File: src/rtl/ssr_pkg.sv
package ssr_pkg;

  // ****************************************************************
  // register map
  // ****************************************************************
  localparam int unsigned ADDR_W = 9;
  localparam int unsigned WORD_W = 16;

  localparam logic [8:0] ADDR_MULT_TIMER  = 9'h0d0;
  localparam logic [8:0] ADDR_RESET_DUR   = 9'h0d1;
  localparam logic [8:0] ADDR_INTEG_TIME  = 9'h0d2;
  localparam logic [8:0] ADDR_SECOND_TIME = 9'h0d3;
  localparam logic [8:0] ADDR_THIRD_TIME  = 9'h0d4;
  localparam logic [8:0] ADDR_ANALOG_AMP  = 9'h0d5;
  localparam logic [8:0] ADDR_DIGITAL_AMP = 9'h0d6;

  // writable words: six reserved, snapshot_reset_timing, one reserved
  localparam int unsigned NUM_RW     = 8;
  localparam int unsigned SNAP_IDX   = 6;
  localparam logic [8:0] RW_ADDR [NUM_RW] = '{9'h0d8, 9'h0d9, 9'h0da, 9'h0db,
                                             9'h0dc, 9'h0dd, 9'h0e0, 9'h0e1};
  localparam logic [15:0] RW_RESET [NUM_RW] = '{16'h7f00, 16'h261e, 16'h160b,
                                               16'h3e2e, 16'h6368, 16'h0008,
                                               16'h3e01, 16'h5ef1};
  localparam logic [15:0] RW_MASK [NUM_RW] = '{16'h7fff, 16'h7fff, 16'h7fff,
                                              16'h7fff, 16'h7fff, 16'h007f,
                                              16'h3fff, 16'hffff};

  // ****************************************************************
  // field layout
  // ****************************************************************
  localparam int unsigned AMP1_LSB    = 0;
  localparam int unsigned AMP1_W      = 5;
  localparam int unsigned AMP2_LSB    = 5;
  localparam int unsigned AMP2_W      = 8;
  localparam int unsigned DAMP_W      = 12;
  localparam int unsigned DUAL_BIT    = 12;
  localparam int unsigned TRIPLE_BIT  = 13;
  localparam int unsigned DUMMY_LSB   = 0;
  localparam int unsigned LINE_LSB    = 4;
  localparam int unsigned SNAP_FLD_W  = 4;

  typedef struct packed {
    logic [15:0] mult_timer;
    logic [15:0] reset_duration;
    logic [15:0] integration_time;
    logic [15:0] second_slope_time;
    logic [15:0] third_slope_time;
    logic [4:0]  first_amp_setting;
    logic [7:0]  second_amp_setting;
    logic [11:0] digital_amp_setting;
    logic        dual_slope;
    logic        triple_slope;
  } ssr_status_t;

  typedef struct packed {
    logic        wr;
    logic        rd;
    logic [8:0]  addr;
    logic [15:0] wdata;
  } ssr_req_t;

endpackage

File: src/rtl/ssr_frame_capture.sv
module ssr_frame_capture
(
  input  wire logic                 core_clk_i,
  input  wire logic                 rst_i,
  input  wire logic                 frame_start_i,
  input  wire logic                 snapshot_mode_i,
  input  wire logic                 master_mode_i,
  input  wire ssr_pkg::ssr_status_t live_i,
  output ssr_pkg::ssr_status_t      held_o
);

  ssr_pkg::ssr_status_t held_q;

  // ****************************************************************
  // once-per-frame capture
  // ****************************************************************
  // sampled only at frame start so a read never mixes two frames
  always_ff @(posedge core_clk_i or posedge rst_i)
  begin
    if (rst_i)
      held_q <= '0;
    else if (frame_start_i)
    begin
      held_q <= live_i;
      if (!(master_mode_i && snapshot_mode_i))
        held_q.mult_timer <= '0;
      if (!master_mode_i)
      begin
        held_q.reset_duration    <= '0;
        held_q.integration_time  <= '0;
        held_q.second_slope_time <= '0;
        held_q.third_slope_time  <= '0;
      end
    end
  end

  assign held_o = held_q;

endmodule

File: src/rtl/ssr_bank.sv
// How it works
// - timer word valid only master snapshot
// - reset length word, zero in slave
// - three exposure words, zero in slave
// - analog gains and digital gain packed
// - dummy line count field, default one
// - reset release line field, default zero
// - rolling shutter ignores both snapshot fields
module ssr_bank #(
  parameter int unsigned WORD_W = 16
)
(
  input  wire logic                 core_clk_i,
  input  wire logic                 rst_i,
  input  wire ssr_pkg::ssr_req_t    req_i,
  input  wire logic                 frame_start_i,
  input  wire logic                 snapshot_mode_i,
  input  wire logic                 master_mode_i,
  input  wire ssr_pkg::ssr_status_t live_i,
  output logic [15:0]               rdata_o,
  output logic                      rvalid_o,
  output logic [3:0]                dummy_lines_o,
  output logic [3:0]                reset_release_line_o
);

  // ****************************************************************
  // elaboration check
  // ****************************************************************
  if (WORD_W != ssr_pkg::WORD_W)
    $error("ssr_bank serves only 16-bit words");

  ssr_pkg::ssr_status_t held;
  logic [15:0]          rw_q [ssr_pkg::NUM_RW];
  logic [15:0]          rdata_q;
  logic [15:0]          rdata_d;
  logic                 rvalid_q;
  logic [3:0]           dummy_q;
  logic [3:0]           line_q;
  logic [3:0]           cfg_dummy;
  logic [3:0]           cfg_line;

  ssr_frame_capture u_capture
  (
    .core_clk_i      (core_clk_i),
    .rst_i           (rst_i),
    .frame_start_i   (frame_start_i),
    .snapshot_mode_i (snapshot_mode_i),
    .master_mode_i   (master_mode_i),
    .live_i          (live_i),
    .held_o          (held)
  );

  // ****************************************************************
  // writable words
  // ****************************************************************
  // status addresses are absent from this table, so writes there fall away
  for (genvar i = 0; i < ssr_pkg::NUM_RW; i++)
  begin : g_rw
    always_ff @(posedge core_clk_i or posedge rst_i)
    begin
      if (rst_i)
        rw_q[i] <= ssr_pkg::RW_RESET[i];
      else if (req_i.wr && req_i.addr == ssr_pkg::RW_ADDR[i])
        rw_q[i] <= req_i.wdata & ssr_pkg::RW_MASK[i];
    end
  end

  assign cfg_dummy = rw_q[ssr_pkg::SNAP_IDX][ssr_pkg::DUMMY_LSB +: ssr_pkg::SNAP_FLD_W];
  assign cfg_line  = rw_q[ssr_pkg::SNAP_IDX][ssr_pkg::LINE_LSB +: ssr_pkg::SNAP_FLD_W];

  // ****************************************************************
  // snapshot timing outputs
  // ****************************************************************
  // zero in rolling shutter so the sequencer never sees stale settings
  always_ff @(posedge core_clk_i or posedge rst_i)
  begin
    if (rst_i)
    begin
      dummy_q <= '0;
      line_q  <= '0;
    end
    else if (snapshot_mode_i)
    begin
      dummy_q <= cfg_dummy;
      line_q  <= cfg_line;
    end
    else
    begin
      dummy_q <= '0;
      line_q  <= '0;
    end
  end

  // ****************************************************************
  // read path
  // ****************************************************************
  always_comb
  begin
    rdata_d = '0;
    unique case (req_i.addr)
      ssr_pkg::ADDR_MULT_TIMER:  rdata_d = held.mult_timer;
      ssr_pkg::ADDR_RESET_DUR:   rdata_d = held.reset_duration;
      ssr_pkg::ADDR_INTEG_TIME:  rdata_d = held.integration_time;
      ssr_pkg::ADDR_SECOND_TIME: rdata_d = held.second_slope_time;
      ssr_pkg::ADDR_THIRD_TIME:  rdata_d = held.third_slope_time;
      ssr_pkg::ADDR_ANALOG_AMP:
      begin
        rdata_d[ssr_pkg::AMP1_LSB +: ssr_pkg::AMP1_W] = held.first_amp_setting;
        rdata_d[ssr_pkg::AMP2_LSB +: ssr_pkg::AMP2_W] = held.second_amp_setting;
      end
      ssr_pkg::ADDR_DIGITAL_AMP:
      begin
        rdata_d[ssr_pkg::DAMP_W-1:0]      = held.digital_amp_setting;
        rdata_d[ssr_pkg::DUAL_BIT]        = held.dual_slope;
        rdata_d[ssr_pkg::TRIPLE_BIT]      = held.triple_slope;
      end
      default:
      begin
        for (int k = 0; k < ssr_pkg::NUM_RW; k++)
          if (req_i.addr == ssr_pkg::RW_ADDR[k])
            rdata_d = rw_q[k];
      end
    endcase
  end

  always_ff @(posedge core_clk_i or posedge rst_i)
  begin
    if (rst_i)
      rvalid_q <= 1'b0;
    else
      rvalid_q <= req_i.rd;
  end

  // data holds between reads
  always_ff @(posedge core_clk_i or posedge rst_i)
  begin
    if (rst_i)
      rdata_q <= '0;
    else if (req_i.rd)
      rdata_q <= rdata_d;
  end

  assign rdata_o              = rdata_q;
  assign rvalid_o             = rvalid_q;
  assign dummy_lines_o        = dummy_q;
  assign reset_release_line_o = line_q;

  // ****************************************************************
  // assertions
  // ****************************************************************
  property p_timer_gated;
    @(posedge core_clk_i) disable iff (rst_i)
    frame_start_i && !(master_mode_i && snapshot_mode_i) |=> held.mult_timer == 16'h0000;
  endproperty
  a_timer_gated: assert property (p_timer_gated)
    else $error("timer word not cleared outside master snapshot");

  property p_timer_read;
    @(posedge core_clk_i) disable iff (rst_i)
    req_i.rd && req_i.addr == ssr_pkg::ADDR_MULT_TIMER |=>
      rvalid_o && rdata_o == $past(held.mult_timer);
  endproperty
  a_timer_read: assert property (p_timer_read)
    else $error("timer read returned wrong word");

  property p_reset_slave;
    @(posedge core_clk_i) disable iff (rst_i)
    frame_start_i && !master_mode_i |=> held.reset_duration == 16'h0000;
  endproperty
  a_reset_slave: assert property (p_reset_slave)
    else $error("reset length reported in slave mode");

  property p_exposure_slave;
    @(posedge core_clk_i) disable iff (rst_i)
    frame_start_i && !master_mode_i |=> (held.integration_time | held.second_slope_time
                                         | held.third_slope_time) == 16'h0000;
  endproperty
  a_exposure_slave: assert property (p_exposure_slave)
    else $error("exposure reported in slave mode");

  property p_gain_pack;
    @(posedge core_clk_i) disable iff (rst_i)
    req_i.rd && req_i.addr == ssr_pkg::ADDR_ANALOG_AMP |=>
      rdata_o == {3'h0, $past(held.second_amp_setting), $past(held.first_amp_setting)};
  endproperty
  a_gain_pack: assert property (p_gain_pack)
    else $error("analog gain word packed wrongly");

  property p_dummy_follow;
    @(posedge core_clk_i) disable iff (rst_i)
    snapshot_mode_i |=> dummy_lines_o == $past(cfg_dummy);
  endproperty
  a_dummy_follow: assert property (p_dummy_follow)
    else $error("dummy line count not applied");

  property p_line_follow;
    @(posedge core_clk_i) disable iff (rst_i)
    snapshot_mode_i |=> reset_release_line_o == $past(cfg_line);
  endproperty
  a_line_follow: assert property (p_line_follow)
    else $error("reset release line not applied");

  property p_rolling_ignore;
    @(posedge core_clk_i) disable iff (rst_i)
    !snapshot_mode_i |=> dummy_lines_o == 4'h0 && reset_release_line_o == 4'h0;
  endproperty
  a_rolling_ignore: assert property (p_rolling_ignore)
    else $error("snapshot fields leaked into rolling shutter");

  property p_hold_between_frames;
    @(posedge core_clk_i) disable iff (rst_i)
    !frame_start_i |=> $stable(held);
  endproperty
  a_hold_between_frames: assert property (p_hold_between_frames)
    else $error("status changed without frame start");

  property p_ro_write_ignored;
    @(posedge core_clk_i) disable iff (rst_i)
    req_i.wr && req_i.addr == ssr_pkg::ADDR_DIGITAL_AMP |=>
      rw_q[ssr_pkg::SNAP_IDX] == $past(rw_q[ssr_pkg::SNAP_IDX]);
  endproperty
  a_ro_write_ignored: assert property (p_ro_write_ignored)
    else $error("write to read-only word changed storage");

  c_master_snap_frame: cover property (@(posedge core_clk_i) disable iff (rst_i)
    frame_start_i && master_mode_i && snapshot_mode_i);
  c_cfg_write: cover property (@(posedge core_clk_i) disable iff (rst_i)
    req_i.wr && req_i.addr == ssr_pkg::RW_ADDR[ssr_pkg::SNAP_IDX]);
  c_gain_read: cover property (@(posedge core_clk_i) disable iff (rst_i)
    req_i.rd && req_i.addr == ssr_pkg::ADDR_ANALOG_AMP);

endmodule

File: config.mk
export PLATFORM = sky130hd
export DESIGN_NAME = ssr_bank
export DESIGN_NICKNAME = d
export VERILOG_FILES = /design/src/rtl/ssr_pkg.sv /design/src/rtl/ssr_frame_capture.sv /design/src/rtl/ssr_bank.sv
export SDC_FILE = /design/constraint.sdc
export NUM_CORES = 1
export LEC_CHECK = 0
export ABC_AREA = 1
export BUFFER_PORTS_ARGS = -buffer_cell sky130_fd_sc_hd__buf_2
export CORE_MARGIN = 10
export CORE_UTILIZATION = 57
export CTS_CLUSTER_SIZE = 25
export DETAILED_ROUTE_END_ITERATION = 12
export PLACE_DENSITY = 0.82
export SKIP_LAST_GASP = 1
export SLEW_MARGIN = 10
export SYNTH_ARGS = -nofsm -noshare
export SYNTH_HDL_FRONTEND = slang
export SYNTH_SLANG_ARGS = --single-unit
File: constraint.sdc
create_clock -name core_clk_i -period 10.1 [get_ports core_clk_i]
set_clock_uncertainty 0.2 [all_clocks]
set_input_delay 2.525 -clock core_clk_i [delete_from_list [all_inputs] [get_ports core_clk_i]]
set_output_delay 2.525 -clock core_clk_i [all_outputs]
set_load 0.1 [all_outputs]
* Word level (Yosys, flattened, before mapping)
Index checks and enable logic that the tools add are counted.
** Operators by class
- Equal/unequal tests :: 15
- Multiplexer cells :: 15
- Reduce and logical (&&, ||, !) cells :: 10
** Operators with widths (number)
- == test 9 x 8 -> 1 bit (second input constant) :: 15
- 2-to-1 mux 16 bit :: 8
- case mux 13 bit (7 select lines) :: 1
- 2-to-1 mux 64 bit :: 1
- 2-to-1 mux 15 bit :: 1
- case mux 2 bit (6 select lines) :: 1
- logical AND 1 bit :: 9
- 2-to-1 mux 4 bit :: 2
- case mux 1 bit (7 select lines) :: 1
- OR reduction 2 bit :: 1
** Storage, ports and cells
- Register bits :: 244
- Input bits :: 139
- Output and inout port bits :: 25
- Logic and storage cells :: 62

* Longest topological paths before layout
Gate-level depths: netlist of the first run.
- Word-level depth :: 10
- Mapped depth :: 15
- Gate-level depth less buffers :: 13

* Hierarchy
From an unflattened synthesis of the first run, not the netlist that was laid out.
** Unflattened totals
- Cell total of the unflattened synthesis :: 1383
- Area, all modules :: 11213.3 µm²
** By module, submodules not included
- ssr_bank :: times used 1, cells an instance 921, area an instance 7044.3 µm², sequential area each 3494.6 µm²
- ssr_frame_capture :: times used 1, cells an instance 462, area an instance 4169.0 µm², sequential area each 2677.6 µm²

* Least setup slack after synthesis of the first run
Ideal clock, no wire load.
- Path type :: input to register
- Start point :: in req_i[21] (netlist name)
- End point :: reg rdata_q[7] (netlist: rdata_o[7])
- Setup time :: 122 ps
- Data arrival time :: 3687 ps
- Required time :: 9778 ps
- Slack :: 6091 ps
- Stages on the path :: 11
- Buffers on the path :: 2
- Cells stage by stage :: inv_1 -> nand2_1 -> nor2_2 -> buf_4 -> buf_4 -> nand3_2 -> or2_2 -> nand2_1 -> nand3_1 -> nor2_1 -> nor2_1
** Between the ends
- Word-level cells in the longest chain between the ends :: 10
- Elaborated cells between the ends (all ways) :: 24
- Those cells by class :: eq/ne: 15; mux: 9
** RTL lines
- start, declared :: RTL line ssr_bank.sv:15 : input wire ssr_pkg::ssr_req_t req_i,
- == test 9 x 8 -> 1 bit :: RTL line ssr_bank.sv:120 : if (req_i.addr == ssr_pkg::RW_ADDR[k])
- 2-to-1 mux 15 bit :: RTL line ssr_bank.sv:120
- 2-to-1 mux 16 bit (7 in a row) :: RTL line ssr_bank.sv:120
- case mux 13 bit (7 select lines) * :: RTL line ssr_bank.sv:100 : unique case (req_i.addr)
- end signal, assigned :: RTL line ssr_bank.sv:140 : rdata_q <= rdata_d;
- end, declared :: RTL line ssr_bank.sv:34 : logic [15:0] rdata_q;
Every way passes the cells marked *; elsewhere a longest branch is shown, timed or not.
A chain may end at the register's enable or synchronous reset.

* Final worst setup path of the first run
- Start point :: in req_i[21] (netlist name)
- End point :: reg rw_q[94] (netlist name)
** Between the ends
- Word-level cells in the longest chain between the ends :: 2
** RTL lines
- == test 9 x 8 -> 1 bit :: RTL line ssr_bank.sv:63 : else if (req_i.wr && req_i.addr == ssr_pkg::RW_ADDR[i])
- logical AND 1 bit :: RTL line ssr_bank.sv:63
- end signal, assigned by index :: RTL line ssr_bank.sv:62 : rw_q[i] <= ssr_pkg::RW_RESET[i];
- end signal, assigned by index :: RTL line ssr_bank.sv:64 : rw_q[i] <= req_i.wdata & ssr_pkg::RW_MASK[i];
- end, declared :: RTL line ssr_bank.sv:33 : logic [15:0] rw_q [ssr_pkg::NUM_RW];
No other way between the ends.

==> impl_metrics.json, run 1 <==
{
  "status": "finished, final reports clean",
  "tritoncts.num_buffers": 25,
  "flow.area_growth_from_synthesis_pct": 15.84,
  "r2r_cells": 8,
  "clkTransAtPathRegs_ns": 0.06,
  "ys_warn_count": 0,
  "maxCapViolations": 0,
  "yosysTopAreaCellShare_pct": 42.24,
  "groute.layer.met2.usage_pct": 38.98,
  "cts_post_setup_buffers_inserted": 0,
  "global_route.peak_usage_layer": "met2",
  "timing.setup.tns_ns": 0,
  "cts.htree.levels": 1,
  "synth.ff_latch_count": 244,
  "die_height_um": 160.9,
  "critical_path.startpoint_type": "primary input",
  "worst_pin_slew_ns": 1.075,
  "cts_sinks": 244,
  "initialDrtViolationCount": 1076,
  "grt_use_met1_pct": 33.47,
  "cts_tree": "yes",
  "groute.layer.met3.usage_pct": 3.809,
  "path_cells": "buf_2 -> inv_1 -> nand2_1 -> nor2_4 -> buf_4 -> nand3_1 -> inv_1 -> nand2_1 -> o21ai_0",
  "chipWidth_um": 160.9,
  "timing_hold_violations_final": 0,
  "routed_wl_um": 31930,
  "fp-row-count": 51,
  "groute.usage.overall_pct": 24.14,
  "layout.cells.most_common_list": "nand2_1 (298), o21ai_0 (210), dfrtp_1 (191)",
  "drt-wirelength-per-cell_um": 17.80,
  "worst-r2r-setup-slack_ns": 8.38,
  "post_synth.cell_area_avg_um2": 8.175,
  "gpl.final_weighted_congestion": 0.8974,
  "whs_endpoint": "rw_q[88]$_DFFE_PP0P_",
  "crit_path_top_delay_cell": "nand2_1",
  "total_nets_final": 1649,
  "post-layout-total-power_mw": 2.250,
  "synth.cell_area_um2": 11310,
  "core_um2": 19530,
  "fp.dieArea_um2": 25890,
  "rsz0062_at_grt": "false",
  "finalSetupViolations": 0,
  "timing.final.crit_share_pct": 47.23,
  "grt_antenna_before_repair": 1,
  "hold_start": "rw_q[88]$_DFFE_PP0P_",
  "detail_route.first_pass.iterations": 5,
  "wire_length_of_the_first_global_routing_pass_um": 51470,
  "holdBufCountCts": 0,
  "min_delay_path_depth": 2,
  "layout.cells.most_common": "nand2_1",
  "worst_ep_required_time_ns": 10.30,
  "p_per_cell_area_nw_per_um2": 171.7,
  "grt-ovfl-total": 0,
  "criticalPathCategory": "in2reg",
  "count_of_buffer_and_inverter_cells_on_the_critical_path": 4,
  "min_period_ns": 4.770,
  "largest_stage_delay_on_the_critical_path_ns": 0.52,
  "vias_in_the_first_global_route": 9612,
  "maxSlewViolCount": 0,
  "grt_start_max_net_pins": 116,
  "clock_latency_ns": 0.52,
  "kind_of_cell_adding_the_most_delay_to_the_critical_path": "simple AND/OR/NAND/NOR gates",
  "via_per_inst": 5.512,
  "ys_types": 26,
  "detailed_place_hpwl_um": 22470,
  "crit_path_max_fanout": 58,
  "initial_utilization_pct": 57.95,
  "worstSetupEndpointType": "flop",
  "critPathArrivalTime_ns": 4.97,
  "io-pin-count": 164,
  "detail_route_antenna_nets": 0,
  "routed-via-count": 9888,
  "cts.root.buffer_cell": "clkbuf_16",
  "syn-num-nets": 1523,
  "r2r_end": "rdata_o[1]$_DFFE_PP0P_",
  "largest_cells_by_area_after_synthesis": "dfrtp_1 (42%), dfstp_2 (12%), nand2_1 (9.9%), o21ai_0 (9.3%), inv_1 (6.1%)",
  "beginning_of_the_worst_register_to_register_path": "u_capture.held_o[44]$_DFFE_PP0P_",
  "post_route_cells_drive_above_1_share_pct": 21.27,
  "proportion_of_synthesized_chip_area_in_sequential_cells_pct": 54.55,
  "number_of_standard_cells_after_synthesis": 1384,
  "slew_headroom_pct": 28.34,
  "worst_vdd_rail_ir_drop_v": 0.0001418,
  "area_leader_netlist": "dfrtp_1",
  "postCtsResizedCells": 0,
  "fmax_mhz": 209.6,
  "total_leakage_power_nw": 6.305,
  "port_buffers": 163,
  "cts.path.max_buffers": 3,
  "min_delay_path_class": "reg2reg",
  "route.detailed.drc": 0
}
[metal layers]
layer	routed length (µm)	vias to the layer above	share of wire, %
met3	2614	50	8.2
met2	15070	415	47
met4	651	0	2.0
met5	0	-	0
met1	13590	4737	43
li1	-	4686	-
[Yosys cell counts]
master / n
or2_2: 20
a21oi_1: 4
dfrtp_1: 191
a21o_1: 1
dfstp_2: 53
nand3_2: 3
inv_2: 8
nor2_2: 6
clkinv_1: 2
nand3_1: 102
nor3_1: 4
buf_1: 7
a31oi_1: 1
nand4_1: 46
nor2_4: 1
o21ai_0: 210
nor2_1: 134
buf_2: 15
clkbuf_1: 43
o22ai_1: 25
nand2_2: 3
buf_4: 4
inv_1: 183
mux2_2: 19
nand2_1: 298
nand3b_1: 1
[metrics by stage]
step | cells | instance area [µm²] | utilization, % | worst slack, ns | hold WS (ns)
floorplan | 1384 | 11310 | - | 0.7612 | 0.2457
global placement | 1748 | 12220 | 62.59 | 4.959 | 0.2589
detailed placement | 1748 | 12220 | 62.59 | 4.901 | 0.2661
CTS | 1793 | 13100 | 67.11 | 5.366 | 0.2819
global route | 1794 | 13110 | 67.12 | 5.106 | 0.3028
finish | 1794 | 13110 | 67.12 | 5.330 | 0.2820
[power by group]
group          internal [mW]  switching, mW
clock network          0.603          0.386
logic                 0.0569          0.145
registers               1.03         0.0245
[worst max-delay path by stage]
stage | startpoint | end | slack (ns) | cells past startpoint
3_5_place_dp | req_i[21] | rw_q[103]$_DFFE_PP0P_ | 4.90 | 7
6_report | req_i[21] | rw_q[94]$_DFFE_PP0P_ | 5.33 | 9
2_1_floorplan | rst_i | cfg_dummy[1]$_DFFE_PP0P_ | 0.76 | 1
5_1_grt | req_i[21] | rw_q[116]$_DFFE_PP0P_ | 5.11 | 7
3_3_place_gp | req_i[21] | rdata_o[1]$_DFFE_PP0P_ | 4.96 | 13
4_1_cts | req_i[21] | rw_q[94]$_DFFE_PP0P_ | 5.37 | 9
[registers in the layout, summed over array words and instances, names as in the netlist]
register and count:
cfg_dummy 4, rw_q 104, dummy_lines_o 4, rvalid_o 1, cfg_line 4, reset_release_line_o 4
u_capture.held_o 107, rdata_o 16
[area by class of cell]
cell class | instances | area, µm²
diodes | 1 | 2.502
clock buffers | 30 | 674.4
clock inverters | 15 | 207.7
fillers | 1585 | 6420
inverters | 193 | 732.0
multi-input cells | 878 | 4130
flip-flops and latches | 244 | 6172
well taps | 265 | 331.6
repair buffers | 168 | 855.8
[worst min-delay path, stage by stage (launching register included)]
cell     delay (ns)
dfrtp_1        0.34
nand2_1        0.05
o21ai_0        0.06
[kinds of logic (layout without fill, tap and decap cells)]
group                  after synthesis  count (layout)  share of synthesized area, %
AOI/OAI and AO/OA                  241             241                         10.97
buffers and inverters              262             406                         8.990
DFF                                244             244                         54.55
muxes                               19              19                         1.891
other                                0               1                             0
and+or+nand+nor                    618             618                         23.60
Power figures use the tool's default switching activity.
==> run 2, diff against run 1 <==
clock period = 4.9 ns   (was 10.1 ns; I/O delays follow)
==> run 2 against run 1 <==
  * Critical path depth unchanged
  * Global-route usage decreased by 0.19 points
  * Combinational power increased by 110%
  * Cell count increased by 0.39%
  * Worst setup slack got worse by 3.6 ns
  * Flip-flop and latch count unchanged
  * Clock-buffer cell count increased by 5
  * Register-to-register slack got worse by 5.0 ns
  * Total power increased by 100%
  * Utilization increased by 0.19 points
  * Sequential power increased by 110%
  * First-iteration DRC count increased by 10%
  * Critical path type unchanged
  * Critical endpoint is now rdata_o[8]$_DFFE_PP0P_
  * Largest cell class unchanged
==> impl_metrics.json, run 2 (synthesis results as in run 1) <==
{
  "status": "finished, final reports clean",
  "core_um2": 19530,
  "drt-wirelength-per-cell_um": 17.87,
  "r2r_end": "rdata_o[1]$_DFFE_PP0P_",
  "min_period_ns": 3.202,
  "cts.htree.levels": 1,
  "worst_vdd_rail_ir_drop_v": 0.0003233,
  "worstSetupEndpointType": "flop",
  "worst_pin_slew_ns": 1.161,
  "whs_endpoint": "rw_q[107]$_DFFE_PP0P_",
  "port_buffers": 163,
  "combinationalPowerShare_pct": 9.2,
  "groute.usage.overall_pct": 23.95,
  "fmax_mhz": 312.3,
  "cts.root.buffer_cell": "clkbuf_16",
  "routed-via-count": 9955,
  "cts_sinks": 244,
  "clkTransAtPathRegs_ns": 0.06,
  "min_delay_path_depth": 2,
  "maxCapViolations": 0,
  "p_switching_mw": 1.139,
  "place.detailed.instances": 1756,
  "timing.setup.tns_ns": 0,
  "post-layout-total-power_mw": 4.551,
  "crit_path_max_fanout": 13,
  "gpl.final_weighted_congestion": 0.9076,
  "slew_headroom_pct": 22.32,
  "power.share.sequential_pct": 48.0,
  "die_height_um": 160.9,
  "fp-row-count": 51,
  "layout.cells.most_common": "nand2_1",
  "layout.cells.most_common_list": "nand2_1 (298), o21ai_0 (210), dfrtp_1 (191)",
  "detail_route.first_pass.iterations": 6,
  "io-pin-count": 164,
  "post_route_cells_drive_above_1_share_pct": 21.42,
  "cts_tree": "yes",
  "beginning_of_the_worst_register_to_register_path": "u_capture.held_o[44]$_DFFE_PP0P_",
  "rsz0062_at_grt": "false",
  "largest_register_ffs": 107,
  "grt-ovfl-total": 0,
  "cts.path.max_buffers": 3,
  "timing.final.crit_share_pct": 65.36,
  "p_per_cell_area_nw_per_um2": 346.3,
  "tritoncts.num_buffers": 25,
  "initialDrtViolationCount": 1185,
  "cts_post_setup_buffers_inserted": 0,
  "maxSlewViolCount": 0,
  "cell_internal_pwr_mw": 3.412,
  "vias_in_the_first_global_route": 9587,
  "switching_power_share_of_the_total_pct": 25.03,
  "total_nets_final": 1657,
  "grt_antenna_before_repair": 0,
  "flow.area_growth_from_synthesis_pct": 16.16,
  "wire_length_of_the_first_global_routing_pass_um": 50910,
  "grt_start_max_net_pins": 105,
  "hold_start": "rw_q[107]$_DFFE_PP0P_",
  "route.detailed.drc": 0,
  "r2r_cells": 8,
  "antennaDiodeCount": 0,
  "critPathArrivalTime_ns": 3.45,
  "criticalPathCategory": "in2reg",
  "clock_latency_ns": 0.52,
  "worst_ep_required_time_ns": 5.15,
  "postCtsResizedCells": 0,
  "total_leakage_power_nw": 6.317,
  "critical_path.startpoint_type": "primary input",
  "via_per_inst": 5.527,
  "hold_ws_ns": 0.2859,
  "detail_route_antenna_nets": 0,
  "chipWidth_um": 160.9,
  "min_delay_path_class": "reg2reg",
  "routed_wl_um": 32180,
  "timing_hold_violations_final": 0,
  "fp.dieArea_um2": 25890,
  "finalSetupViolations": 0,
  "worst-r2r-setup-slack_ns": 3.36,
  "finalNonFillerCells": 1801,
  "holdBufCountCts": 0,
  "initial_utilization_pct": 57.95,
  "share_clk_of_total_power_pct": 42.8,
  "detailed_place_hpwl_um": 22850
}
run 2: how the worst max path moves through the flow:
stage / startpoint / cells after the start / endpoint / slack, ns
2_1_floorplan: rst_i / 1 / cfg_dummy[1]$_DFFE_PP0P_ / 0.31
4_1_cts: req_i[21] / 9 / rw_q[86]$_DFFE_PP0P_ / 1.75
3_3_place_gp: req_i[18] / 8 / rw_q[76]$_DFFE_PP1P_ / 1.37
6_report: req_i[23] / 9 / rdata_o[8]$_DFFE_PP0P_ / 1.70
3_5_place_dp: req_i[21] / 9 / rw_q[85]$_DFFE_PP0P_ / 1.32
5_1_grt: req_i[21] / 9 / rw_q[86]$_DFFE_PP0P_ / 1.56
run 2: metrics by stage:
stage / worst slack [ns] / util, % / instance area [µm²]
after global placement: 1.373 / 63.01 / 12300
after CTS: 1.753 / 67.31 / 13140
after detailed placement: 1.321 / 63.01 / 12300
after floorplan: 0.3145 / - / 11320
final: 1.698 / 67.31 / 13140
after global routing: 1.559 / 67.31 / 13140
run 2: worst max-delay path, cell delays in order:
cell     delay [ns]
buf_2          0.07
nand2_1        0.09
nor3_1         0.54
nand3_1        0.14
nor2_1         0.90
nand2_1        0.12
nand3_1        0.23
nor2_1         0.06
nor2_1         0.08
run 2: power groups by stage:
stage	logic (mW)	registers, mW	clock network (mW)
after global placement	0.407	2.21	0
after global routing	0.462	2.19	2.05
final	0.419	2.18	1.95
after CTS	0.419	2.18	1.96
after detailed placement	0.416	2.22	0
after floorplan	0.201	2.28	0
run 2: layout make-up:
type / count / area, µm²
Timing Repair Buffer: 176 / 940.9
Sequential cell: 244 / 6172
Inverter: 193 / 728.2
Clock inverter: 10 / 136.4
Tap cell: 265 / 331.6
Clock buffer: 35 / 703.2
Fill cell: 1655 / 6384
Multi-Input combinational cell: 878 / 4130
run 2: routing by layer:
layer | global-route usage [%] | part of all wire [%] | vias up
li1 | - | - | 4695
met1 | 31.77 | 42 | 4787
met2 | 39.68 | 48 | 416
met3 | 3.655 | 7.6 | 57
met4 | 7.403 | 2.8 | 0
met5 | 0 | 0 | -
